--- src/rqp_pkg.sv ---
/*
 * Package for the receive descriptor queue pointer block: register map, field
 * positions, reset values and the state types shared by the pointer logic.
 * Assumes a 32-bit APB with the block decoded on a 10-bit byte address.
 */
`default_nettype none

package rqp_pkg;

    // ------------------------------------------------------------------
    // register map: printed offsets are word indices, byte address = 4x
    // ------------------------------------------------------------------
    localparam int          ADDR_W       = 10;
    localparam logic [31:0] IDX_BASE     = 32'h80010080;  // index of first word in the window
    localparam logic [31:0] IDX_BUF_CUR  = 32'h80010088;
    localparam logic [31:0] IDX_DQ_BASE  = 32'h80010090;
    localparam logic [31:0] IDX_DQ_LEN   = 32'h80010094;
    localparam logic [31:0] IDX_DQ_REM   = 32'h80010096;
    localparam logic [31:0] IDX_DQ_CUR   = 32'h80010098;
    localparam logic [31:0] IDX_DQ_ENQ   = 32'h8001009c;
    localparam logic [31:0] IDX_SQ_BASE  = 32'h800100a0;
    localparam logic [31:0] IDX_SQ_LEN   = 32'h800100a4;
    localparam logic [31:0] IDX_SQ_REM   = 32'h800100a6;
    localparam logic [31:0] IDX_SQ_CUR   = 32'h800100a8;
    localparam logic [31:0] IDX_SQ_ENQ   = 32'h800100ac;
    localparam logic [31:0] IDX_CTRL     = 32'h800100c0;

    function automatic logic [ADDR_W-1:0] byte_addr(input logic [31:0] idx);
        logic [31:0] off;
        off = (idx - IDX_BASE) << 2;
        return off[ADDR_W-1:0];
    endfunction : byte_addr

    localparam logic [ADDR_W-1:0] ADR_BUF_CUR = byte_addr(IDX_BUF_CUR);
    localparam logic [ADDR_W-1:0] ADR_DQ_BASE = byte_addr(IDX_DQ_BASE);
    localparam logic [ADDR_W-1:0] ADR_DQ_LEN  = byte_addr(IDX_DQ_LEN);
    localparam logic [ADDR_W-1:0] ADR_DQ_REM  = byte_addr(IDX_DQ_REM);
    localparam logic [ADDR_W-1:0] ADR_DQ_CUR  = byte_addr(IDX_DQ_CUR);
    localparam logic [ADDR_W-1:0] ADR_DQ_ENQ  = byte_addr(IDX_DQ_ENQ);
    localparam logic [ADDR_W-1:0] ADR_SQ_BASE = byte_addr(IDX_SQ_BASE);
    localparam logic [ADDR_W-1:0] ADR_SQ_LEN  = byte_addr(IDX_SQ_LEN);
    localparam logic [ADDR_W-1:0] ADR_SQ_REM  = byte_addr(IDX_SQ_REM);
    localparam logic [ADDR_W-1:0] ADR_SQ_CUR  = byte_addr(IDX_SQ_CUR);
    localparam logic [ADDR_W-1:0] ADR_SQ_ENQ  = byte_addr(IDX_SQ_ENQ);
    localparam logic [ADDR_W-1:0] ADR_CTRL    = byte_addr(IDX_CTRL);

    // ------------------------------------------------------------------
    // fields and reset values
    // ------------------------------------------------------------------
    localparam int          ENQ_VAL_LSB  = 16;            // count sits in bits 31:16
    localparam int          ENQ_INC_W    = 8;             // increment field bits 7:0
    localparam int          CTRL_EN_BIT  = 0;             // receive_enable_command
    localparam int          CTRL_DIS_BIT = 1;             // receive disable
    localparam int          CTRL_CHR_BIT = 2;             // receive channel reset
    localparam int          CTRL_ACT_BIT = 8;             // read: channel active
    localparam int          CTRL_INI_BIT = 9;             // read: channel initialised
    localparam logic [31:0] RST_WORD     = 32'h00000000;
    localparam logic [15:0] RST_HALF     = 16'h0000;

    // ------------------------------------------------------------------
    // types
    // ------------------------------------------------------------------
    typedef enum logic [1:0] {RQP_IDLE, RQP_INIT, RQP_RUN} rqp_state_t;

    typedef struct packed {
        logic [31:0] addr;   // current pointer
        logic [15:0] rem;    // bytes left to the queue end
    } rqp_ring_t;

    typedef struct packed {
        rqp_state_t  st;
        logic        inited;
        logic [31:0] buf_addr;
        logic [31:0] dq_base;
        logic [15:0] dq_len;
        rqp_ring_t   dq;
        logic [15:0] dq_cnt;
        logic [31:0] sq_base;
        logic [15:0] sq_len;
        rqp_ring_t   sq;
        logic [15:0] sq_cnt;
        logic [31:0] rdata;
    } rqp_regs_t;

endpackage : rqp_pkg

`default_nettype wire

--- src/rqp_ring_step.sv ---
/*
 * One step of a circular queue pointer: advances the pointer and the
 * remaining length by one entry, or wraps both to the programmed queue.
 * Assumes the caller only uses the result when an entry was consumed.
 */
`timescale 1ns/100ps
`default_nettype none

module rqp_ring_step (
    input  wire logic [31:0]       BASE,   // programmed queue base
    input  wire logic [15:0]       LEN,    // programmed queue length
    input  wire logic [15:0]       STEP,   // entry size in bytes
    input  wire rqp_pkg::rqp_ring_t CUR,   // pointer now
    output var  rqp_pkg::rqp_ring_t NXT,   // pointer after one entry
    output var  logic              WRAP    // this entry was the last one
);
    import rqp_pkg::*;

    // ------------------------------------------------------------------
    // advance or wrap
    // ------------------------------------------------------------------
    // compare on remaining bytes, not on addresses, so a base near the top
    // of memory cannot fool the end test through address roll-over
    always_comb begin
        WRAP = (CUR.rem <= STEP);
        if (WRAP) begin
            NXT.addr = BASE;
            NXT.rem  = LEN;
        end else begin
            NXT.addr = CUR.addr + {16'h0000, STEP};
            NXT.rem  = CUR.rem - STEP;
        end
    end

endmodule : rqp_ring_step

`default_nettype wire

--- src/rqp_top.sv ---
/*
 * Receive descriptor and status queue pointers with their APB register file.
 * Assumes the MAC's bus-master engine reports each finished descriptor read
 * and status write with a one-cycle pulse on MCLK.
 */
// Local design decision: the APB interface to the registers.
`timescale 1ns/100ps
`default_nettype none

module rqp_top #(
    parameter logic [15:0] DESC_BYTES = 16'h0008,   // descriptor size
    parameter logic [15:0] STS_BYTES  = 16'h0008    // status entry size
) (
    input  wire logic                       MCLK,         // 25 MHz clock
    input  wire logic                       RST_B,        // chip reset, async low
    input  wire logic                       PSEL,         // apb select
    input  wire logic                       PENABLE,      // apb access phase
    input  wire logic                       PWRITE,       // apb direction
    input  wire logic [rqp_pkg::ADDR_W-1:0] PADDR,        // apb byte address
    input  wire logic [31:0]                PWDATA,       // apb write data
    output var  logic [31:0]                PRDATA,       // apb read data
    output var  logic                       PREADY,       // apb ready
    output var  logic                       PSLVERR,      // unmapped address
    input  wire logic                       DESC_DONE,    // one descriptor read
    input  wire logic                       STS_DONE,     // one status written
    input  wire logic                       BUF_ADDR_LD,  // data pointer update
    input  wire logic [31:0]                BUF_ADDR,     // new data pointer
    output var  logic                       FETCH_OK,     // may fetch descriptor
    output var  logic [31:0]                DESC_ADDR,    // next descriptor addr
    output var  logic [31:0]                STS_ADDR,     // next status addr
    output var  logic [31:0]                RX_BUF_ADDR,  // data write pointer
    output var  logic                       RX_ACTIVE     // channel running
);
    import rqp_pkg::*;

    rqp_regs_t   st_r;
    rqp_regs_t   st_nxt;
    rqp_ring_t   dq_step;
    rqp_ring_t   sq_step;
    logic        dq_wrap;
    logic        sq_wrap;
    logic        mapped;
    logic        setup;
    logic        wr;
    logic [31:0] rd_mux;
    logic        desc_ev;
    logic        sts_ev;
    logic [15:0] dq_inc;
    logic [15:0] sq_inc;

    // ------------------------------------------------------------------
    // pointer steppers
    // ------------------------------------------------------------------
    rqp_ring_step u_dq_step (
        .BASE (st_r.dq_base),
        .LEN  (st_r.dq_len),
        .STEP (DESC_BYTES),
        .CUR  (st_r.dq),
        .NXT  (dq_step),
        .WRAP (dq_wrap)
    );

    rqp_ring_step u_sq_step (
        .BASE (st_r.sq_base),
        .LEN  (st_r.sq_len),
        .STEP (STS_BYTES),
        .CUR  (st_r.sq),
        .NXT  (sq_step),
        .WRAP (sq_wrap)
    );

    // ------------------------------------------------------------------
    // apb decode and read mux
    // ------------------------------------------------------------------
    // zero wait states: read data is captured in the setup cycle
    assign setup   = PSEL & ~PENABLE;
    assign wr      = PSEL & PENABLE & PWRITE & mapped;
    assign PREADY  = 1'b1;
    assign PSLVERR = PSEL & PENABLE & ~mapped;
    assign dq_inc  = {8'h00, PWDATA[ENQ_INC_W-1:0]};
    assign sq_inc  = {8'h00, PWDATA[ENQ_INC_W-1:0]};
    // descriptor and status pulses count only while the channel runs
    assign desc_ev = DESC_DONE & (st_r.st == RQP_RUN);
    assign sts_ev  = STS_DONE & (st_r.st == RQP_RUN);

    // length and remaining half-words read in the low lanes, counts in the high lanes, other bits zero
    always_comb begin
        mapped = 1'b1;
        rd_mux = RST_WORD;
        unique case (PADDR)
            ADR_BUF_CUR: rd_mux = st_r.buf_addr;
            ADR_DQ_BASE: rd_mux = st_r.dq_base;
            ADR_DQ_LEN:  rd_mux = {16'h0000, st_r.dq_len};
            ADR_DQ_REM:  rd_mux = {16'h0000, st_r.dq.rem};
            ADR_DQ_CUR:  rd_mux = st_r.dq.addr;
            ADR_DQ_ENQ:  rd_mux = {st_r.dq_cnt, 16'h0000};
            ADR_SQ_BASE: rd_mux = st_r.sq_base;
            ADR_SQ_LEN:  rd_mux = {16'h0000, st_r.sq_len};
            ADR_SQ_REM:  rd_mux = {16'h0000, st_r.sq.rem};
            ADR_SQ_CUR:  rd_mux = st_r.sq.addr;
            ADR_SQ_ENQ:  rd_mux = {st_r.sq_cnt, 16'h0000};
            ADR_CTRL: begin
                rd_mux[CTRL_ACT_BIT] = (st_r.st == RQP_RUN);
                rd_mux[CTRL_INI_BIT] = st_r.inited;
            end
            default:     mapped = 1'b0;
        endcase
    end

    // ------------------------------------------------------------------
    // next state
    // ------------------------------------------------------------------
    // engine updates first, host writes after so software has the last
    // word on pointer registers; counts take both so no event is lost
    always_comb begin
        st_nxt = st_r;
        if (setup) begin
            st_nxt.rdata = rd_mux;
        end
        if (BUF_ADDR_LD) begin
            st_nxt.buf_addr = BUF_ADDR;
        end
        if (desc_ev) begin
            st_nxt.dq     = dq_step;
            st_nxt.dq_cnt = st_r.dq_cnt - 16'h0001;
        end
        if (sts_ev) begin
            st_nxt.sq     = sq_step;
            st_nxt.sq_cnt = st_r.sq_cnt - 16'h0001;
        end
        unique case (st_r.st)
            RQP_IDLE: begin
                if (wr && PADDR == ADR_CTRL && PWDATA[CTRL_EN_BIT]) begin
                    st_nxt.st = st_r.inited ? RQP_RUN : RQP_INIT;
                end
            end
            RQP_INIT: begin
                // endpoints from base, length and the start set by software
                st_nxt.dq_cnt = RST_HALF;
                st_nxt.sq_cnt = RST_HALF;
                st_nxt.dq.rem = 16'(st_r.dq_base + {16'h0000, st_r.dq_len}
                                    - st_r.dq.addr);
                st_nxt.sq.rem = 16'(st_r.sq_base + {16'h0000, st_r.sq_len}
                                    - st_r.sq.addr);
                st_nxt.inited = 1'b1;
                st_nxt.st     = RQP_RUN;
            end
            RQP_RUN: begin
                if (wr && PADDR == ADR_CTRL && PWDATA[CTRL_DIS_BIT]) begin
                    st_nxt.st = RQP_IDLE;
                end
            end
        endcase
        if (wr) begin
            unique case (PADDR)
                ADR_BUF_CUR: st_nxt.buf_addr = PWDATA;
                ADR_DQ_BASE: st_nxt.dq_base  = PWDATA;
                ADR_DQ_LEN:  st_nxt.dq_len   = PWDATA[15:0];
                ADR_DQ_REM:  st_nxt.dq.rem   = PWDATA[15:0];
                ADR_DQ_CUR:  st_nxt.dq.addr  = PWDATA;
                ADR_DQ_ENQ:  st_nxt.dq_cnt   = st_nxt.dq_cnt + dq_inc;
                ADR_SQ_BASE: st_nxt.sq_base  = PWDATA;
                ADR_SQ_LEN:  st_nxt.sq_len   = PWDATA[15:0];
                ADR_SQ_REM:  st_nxt.sq.rem   = PWDATA[15:0];
                ADR_SQ_CUR:  st_nxt.sq.addr  = PWDATA;
                ADR_SQ_ENQ:  st_nxt.sq_cnt   = st_nxt.sq_cnt + sq_inc;
                ADR_CTRL: begin
                    // channel reset beats enable in the same write
                    if (PWDATA[CTRL_CHR_BIT]) begin
                        st_nxt.st     = RQP_IDLE;
                        st_nxt.inited = 1'b0;
                    end
                end
                default: ;
            endcase
        end
    end

    // ------------------------------------------------------------------
    // state register
    // ------------------------------------------------------------------
    // chip reset clears all; channel reset clears only st and inited, through the next-state logic
    always_ff @(posedge MCLK or negedge RST_B) begin
        if (!RST_B) begin
            st_r <= '0;
        end else begin
            st_r <= st_nxt;
        end
    end

    // ------------------------------------------------------------------
    // outputs
    // ------------------------------------------------------------------
    // the pointer may run ahead of the descriptor in use by the engine
    assign FETCH_OK    = (st_r.st == RQP_RUN) && (st_r.dq_cnt != RST_HALF);
    assign DESC_ADDR   = st_r.dq.addr;
    assign STS_ADDR    = st_r.sq.addr;
    assign RX_BUF_ADDR = st_r.buf_addr;
    assign RX_ACTIVE   = (st_r.st == RQP_RUN);
    assign PRDATA      = st_r.rdata;

    // ------------------------------------------------------------------
    // assertions
    // ------------------------------------------------------------------
    logic wr_dq_ptr;
    logic wr_sq_ptr;
    logic wr_dq_enq;
    assign wr_dq_ptr = wr && (PADDR == ADR_DQ_CUR || PADDR == ADR_DQ_REM);
    assign wr_sq_ptr = wr && (PADDR == ADR_SQ_CUR || PADDR == ADR_SQ_REM);
    assign wr_dq_enq = wr && (PADDR == ADR_DQ_ENQ);
endmodule : rqp_top

`default_nettype wire

--- config.mk ---
export PLATFORM = sky130hd
export DESIGN_NAME = rqp_top
export DESIGN_NICKNAME = d
export VERILOG_FILES = /design/src/rqp_pkg.sv /design/src/rqp_ring_step.sv /design/src/rqp_top.sv
export SDC_FILE = /design/constraint.sdc
export NUM_CORES = 1
export LEC_CHECK = 0
export CORE_MARGIN = 5
export CORE_UTILIZATION = 55
export CTS_BUF_LIST = sky130_fd_sc_hd__clkbuf_4 sky130_fd_sc_hd__clkbuf_8
export DETAILED_ROUTE_END_ITERATION = 8
export DONT_BUFFER_PORTS = 1
export PLACE_DENSITY = 0.7
export SLEW_MARGIN = 20
export SYNTH_ARGS = -nofsm -noshare
export SYNTH_HDL_FRONTEND = slang
export SYNTH_SLANG_ARGS = --single-unit
export TNS_END_PERCENT = 50
--- constraint.sdc ---
create_clock -name MCLK -period 3.82 [get_ports MCLK]
set_input_delay 0.764 -clock MCLK [delete_from_list [all_inputs] [get_ports MCLK]]
set_output_delay 0.764 -clock MCLK [all_outputs]
set_load 0.02 [all_outputs]
==> results of run 1 <==
[through the flow]
stage	area [sq um]	setup slack [ns]	hold slack [ns]	utilization [%]
after global placement	20900	0.441	0.477	54.2
after CTS	22100	0.304	-0.244	57.3
after detailed placement	20900	0.401	0.478	54.2
final	22100	0.343	-0.223	57.4
after global routing	22100	0.0436	-0.220	57.4
after floorplan	21200	0.234	0.450	-
[per-layer routing]
metal	routed length, um	share of wire (%)	track usage, %	up-vias
met1	33800	40	54.1	9551
li1	-	-	-	8455
met5	10	0.012	0	-
met3	10400	12	9.52	227
met4	4460	5.2	17.5	2
met2	36700	43	58.1	1308
[path summary, 6_finish.rpt]
kind / endpoint / slack (ns)
worst min register to register: st_r[103]$_DFFE_PN0P_ / 0.51
worst max-delay path: st_r[47]$_DFF_PN0_ / 0.34
worst min-delay path: st_r[118]$_DFFE_PN0P_ / -0.22
min in group MCLK: STS_ADDR[24]$_DFF_PN0_ / 0.20
worst max register to register: st_r[47]$_DFF_PN0_ / 0.34
max in group asynchronous: st_r[145]$_DFF_PN0_ / 3.58
[power groups by stage]
stage	Sequential (mW)	Clock (mW)	Combinational (mW)
floorplan	3.99	0	3.03
global placement	4.48	0	3.47
detailed placement	4.49	0	3.56
CTS	4.44	3.46	3.60
global route	4.50	3.59	4.02
finish	4.48	3.43	3.68
[Yosys cell counts (15+ instances only)]
cell type / instances
dfrtp_1: 291
nand2_1: 219
nor2_1: 208
o21ai_0: 186
a21oi_1: 169
inv_1: 149
buf_4: 130
clkbuf_1: 125
mux2_2: 105
mux2i_1: 70
o22ai_1: 62
ha_1: 56
nand3_1: 54
nor3_1: 53
a22oi_1: 49
xnor2_1: 48
a221oi_1: 43
a211oi_1: 36
fa_1: 32
a31oi_1: 29
and3_1: 27
a21o_1: 23
xor2_1: 23
nand2b_1: 19
o21a_1: 18
nor4_1: 15
[cells by family after synthesis]
logic type | Yosys count
AOI/OAI and AO/OA | 718
xor gates and xnor gates | 71
adders and majority gates | 88
buffers and inverters | 444
DFF | 291
muxes | 176
other | 1
and+or+nand+nor | 695
[repair_timing]
| action | in CTS | in global routing |
|---|---|---|
| endpoints found under the setup margin | 0 | 1 |
| buffers inserted | 0 | 0 |
| gates resized for setup | 0 | 1 |
| endpoints found under the hold margin | 291 | 291 |
[sequential cells by signal, indices dropped and copies added, names as in the netlist]
signal / cells
RX_BUF_ADDR: 32
DESC_ADDR: 32
st_r: 163
STS_ADDR: 32
PRDATA: 32
[layout by cell type, fill, tap and decap left out, types with 23 or more instances in the layout]
master    instances
dfrtp_1         291
nand2_1         215
nor2_1          208
o21ai_0         186
a21oi_1         169
inv_1           149
mux2_2          105
buf_4            72
mux2i_1          70
clkbuf_8         67
o22ai_1          62
ha_1             55
nand3_1          54
nor3_1           53
a22oi_1          49
xnor2_1          48
a221oi_1         43
a211oi_1         35
fa_1             32
a31oi_1          29
and3_1           26
a21o_1           23
xor2_1           23
[critical path, delay by kind of cell (launching register included)]
family	cells	cell delay (ns)
buffers and inverters	1	0.07
DFF	1	0.40
xor gates and xnor gates	2	0.30
AOI/OAI and AO/OA	2	0.52
adders and majority gates	2	0.69
and+or+nand+nor	7	1.34
[layout make-up]
| class | instances | area share [%] |
|---|---|---|
| clock buffer | 76 | 4.48 |
| clock inverter | 18 | 0.952 |
| multi-input combinational | 1749 | 53.4 |
| sequential | 291 | 33.0 |
| antenna | 2 | 0.0227 |
| inverter | 149 | 2.53 |
| tap | 518 | 2.94 |
| timing repair buffer | 75 | 2.72 |
==> reports/qor.yml, run 1 <==
via_per_inst: 6.79
ys_async_sr_fraction_pct: 100
grt_usage_pct: 39.0
start_kind: "flop"
overflow: 0
cp.arrival_ns: 3.99
placed_cells: 2782
cts-root-buf: "clkbuf_8"
yosys.area.top_type: "dfrtp_1"
die_height_um: 206
synthAdderAreaFrac_pct: 6.32
cpPeakStageDelay_ns: 0.50
antenna_found_initial: 3
worstSetupStartpoint: "st_r[289]$_DFF_PN0_"
worst_pin_slew_ns: 0.863
internal-power_mw: 6.92
synthFlopType: "dfrtp_1"
netlist_instances: 2484
hold_ws_ns: -0.223
clockPowerShare_pct: 29.6
start_util_pct: 55.2
max-cap-violations: 0
synth.yosys.seq_area_share_pct: 34.3
dpl.hpwl_mm: 63.4
grt_max_degree: 292
clkSlewWorstSetupHoldPaths_ns: 0.06
hp-class: "in2async"
portBuffers: 0
max_freq_mhz: 288
area_delta_synth_final_pct: 3.94
rr_worst_depth: 14
combPwrFrac_pct: 31.8
synth_seq_cells: 291
grt_setup_unrepaired: "no"
vias: 19543
synthSimpleGateAreaFrac_pct: 15.4
synth_area_sq_um: 21200
p_sw_mw: 4.67
insertion_delay_ns: 0.68
synth_edf_count: 0
peakVddDrop_v: 0.000411
cts_tree: "done"
setup_viol: 0
ctsLongestPathBuffers: 3
synth_compound_area_share_pct: 21.7
powerDensity_nw_per_um2: 525
synth.area.top_cells: "dfrtp_1 (34%), mux2_2 (5.6%), buf_4 (4.6%), o21ai_0 (4.4%), a21oi_1 (4.0%)"
nets: 2489
timing.final.crit_share_pct: 91.0
first_pass_iters: 9
min_period_ns: 3.48
violations: "design-rule violations, negative hold slack"
timing.final.max_slew_violations: 0
drive_above_1_share_pct: 13.3
cp_max_fo: 7
die_x_um: 206
drtIter0Drc: 2746
p_seq_share_pct: 38.6
synth-xor-area-share_pct: 2.93
multi_input_area_sq_um: 11800
hold_viol_final: 291
die-area_sq_um: 42600
critPathRequiredTime_ns: 4.33
drtAntennaViolNets: 0
htree_levels: 2
num-fill-cells: 3535
drt_wl_total_mm: 85.4
cts_sinks: 291
syn_nets: 2654
synth_top_family_by_area: "compound AO/OA/AOI/OAI gates"
ys_types: 92
setup_tns_ns: 0
io_pins: 214
core_sq_um: 38500
path_class: "reg2reg"
crit_chain: "inv_1 -> ha_1 -> nand2_2 -> or4_1 -> xor2_1 -> nor2_1 -> ha_1 -> nand3_1 -> o2111ai_1 -> nand3_1 -> a21o_1 -> nor3_1 -> nand3_1 -> xnor2_1"
synth_top_area_share_pct: 34.3
critical-path-slowest-cell: "or4_1"
fin_worst_skew_ns: 0.0591
grt_pass1_wl_mm: 123
cp-end-kind: "flop"
synth_warnings: 0
regArea_sq_um: 7280
gp_congestion: 1.04
status: "complete, but fails checks"
p_total_mw: 11.6
rr_startpoint: "st_r[289]$_DFF_PN0_"
cts_buffers: 53
routedWlPerCell_um: 29.7
drc_errors: 2
timing.slew.headroom_pct: 42.4
crit_top_cell: "nand3_1"
grt_pass1_vias: 18163
synthMuxAreaShare_pct: 8.92
postSynthAreaPerCell_sq_um: 8.55
num_rows: 72
final_cells: 2878
sw_frac_of_total_pct: 40.3
p_leak_nw: 9.66
Power figures use the tool's default switching activity.
==> run 2, diff against run 1 <==
- MAX_ROUTING_LAYER: default -> met4
==> run 2 against run 1 <==
Combinational power down 1%; non-clock buffer count down 1; setup slack got worse by 0.092 ns; the run ends with negative hold slack left; count of clock-buffer cells in the layout unchanged; wire length is 0.92% lower; register-to-register slack lost 0.09 ns; design area decreased by 0.63%; first-iteration DRC count shrank 3.6%; maximum frequency shrank 2.6%; clock power shrank 10%.
==> reports/qor.yml, run 2 (synthesized netlist as in run 1, its figures left out) <==
hold_viol_final: 291
critPathRequiredTime_ns: 4.35
grt_pass1_wl_mm: 120
via_per_inst: 6.72
placed_cells: 2781
largest-register: "st_r"
insertion_delay_ns: 0.66
die-area_sq_um: 42600
path_class: "reg2reg"
cts_sinks: 291
sw_frac_of_total_pct: 40.7
internal-power_mw: 6.63
start_util_pct: 55.2
combPwrFrac_pct: 32.5
die_x_um: 206
worstSetupStartpoint: "st_r[289]$_DFF_PN0_"
max_freq_mhz: 280
setup_viol: 0
p_seq_share_pct: 39.9
cts_tree: "done"
max-cap-violations: 0
cp.arrival_ns: 4.10
setup_tns_ns: 0
p_leak_nw: 9.60
fin_worst_skew_ns: 0.0225
routedWlPerCell_um: 29.4
largest_reg_flops: 163
num-fill-cells: 3581
rr_startpoint: "st_r[289]$_DFF_PN0_"
grt_usage_pct: 39.5
vias: 19307
dpl.hpwl_mm: 63.3
hp-class: "in2async"
nets: 2487
start_kind: "flop"
powerDensity_nw_per_um2: 510
portBuffers: 0
violations: "negative hold slack"
p_total_mw: 11.2
first_pass_iters: 6
cp_max_fo: 9
core_sq_um: 38500
worst_slack_ns: 0.251
clkSlewWorstSetupHoldPaths_ns: 0.06
cp-end-kind: "flop"
grt_setup_unrepaired: "no"
cts-root-buf: "clkbuf_8"
clockPowerShare_pct: 27.5
io_pins: 214
critical-path-slowest-cell: "or4_1"
p_sw_mw: 4.55
drt_wl_total_mm: 84.6
layout_commonest_cell: "dfrtp_1"
ctsLongestPathBuffers: 3
grt_max_degree: 292
num_rows: 72
final_cells: 2875
overflow: 0
drc_errors: 0
crit_family: "simple AND/OR/NAND/NOR gates"
antenna_found_initial: 3
area_delta_synth_final_pct: 3.28
htree_levels: 2
cts_buffers: 52
hold_ws_ns: -0.189
crit_buf_inv: 1
timing.final.max_slew_violations: 0
status: "complete, but fails checks"
final_cell_mix: "dfrtp_1 (291), nand2_1 (215), nor2_1 (208)"
final_core_util_pct: 57.0
finalInstanceArea_sq_um: 21900
crit_top_cell: "nand3_1"
cpPeakStageDelay_ns: 0.51
dp_slack_ns: 0.233
drive_above_1_share_pct: 13.2
drtIter0Drc: 2646
drtAntennaViolNets: 0
min_period_ns: 3.57
timing.slew.headroom_pct: 21.4
worst_pin_slew_ns: 1.18
peakVddDrop_v: 0.000508
gp_congestion: 1.04
die_height_um: 206
dpl-instance-area_sq_um: 20900
timing.final.crit_share_pct: 93.4
grt_pass1_vias: 17579
crit_chain: "inv_1 -> ha_2 -> nand2_2 -> or4_1 -> xor2_1 -> nor2_1 -> ha_1 -> nand3_1 -> o2111ai_1 -> nand3_1 -> a21o_1 -> nor3_1 -> nand3_1 -> xnor2_1"
-- run 2: layout make-up --
class                   count  area (sq um)  share of cell area [%]
clock buffers              76           952                    4.34
multi-input cells        1749         11800                    53.7
repair buffers             74           593                    2.70
well taps                 518           648                    2.96
flip-flops and latches    291          7280                    33.2
clock inverters            16           118                   0.536
diodes                      2          5.00                  0.0228
inverters                 149           559                    2.55
-- run 2: path summary, 6_finish.rpt --
check,end,slack (ns),depth (start not counted)
setup / recovery,st_r[47]$_DFF_PN0_,0.25,14
hold / removal,STS_ADDR[6]$_DFF_PN0_,-0.19,0
hold reg to reg,st_r[103]$_DFFE_PN0P_,0.52,1
max in group asynchronous,st_r[36]$_DFF_PN0_,3.46,0
min in group MCLK,DESC_ADDR[15]$_DFF_PN0_,0.22,2
setup reg to reg,st_r[47]$_DFF_PN0_,0.25,14
-- run 2: timing repair --
item,CTS,global route
setup endpoints to repair,0,4
setup buffers,0,0
resized for setup,0,1
hold endpoints to repair,291,291
-- run 2: layer usage --
metal,wire length [um],vias up,global-route usage (%)
li1,-,8464,-
met1,33400,9377,52.1
met2,36700,1262,57.3
met3,10500,204,12.1
met4,3880,0,15.5
met5,0,-,-
-- run 2: power by group through the flow --
stage | logic, mW | registers, mW | clock network (mW)
2_1_floorplan | 3.03 | 3.99 | 0
3_3_place_gp | 3.46 | 4.48 | 0
3_5_place_dp | 3.54 | 4.48 | 0
4_1_cts | 3.56 | 4.43 | 3.10
5_1_grt | 3.98 | 4.50 | 3.23
6_report | 3.64 | 4.47 | 3.08
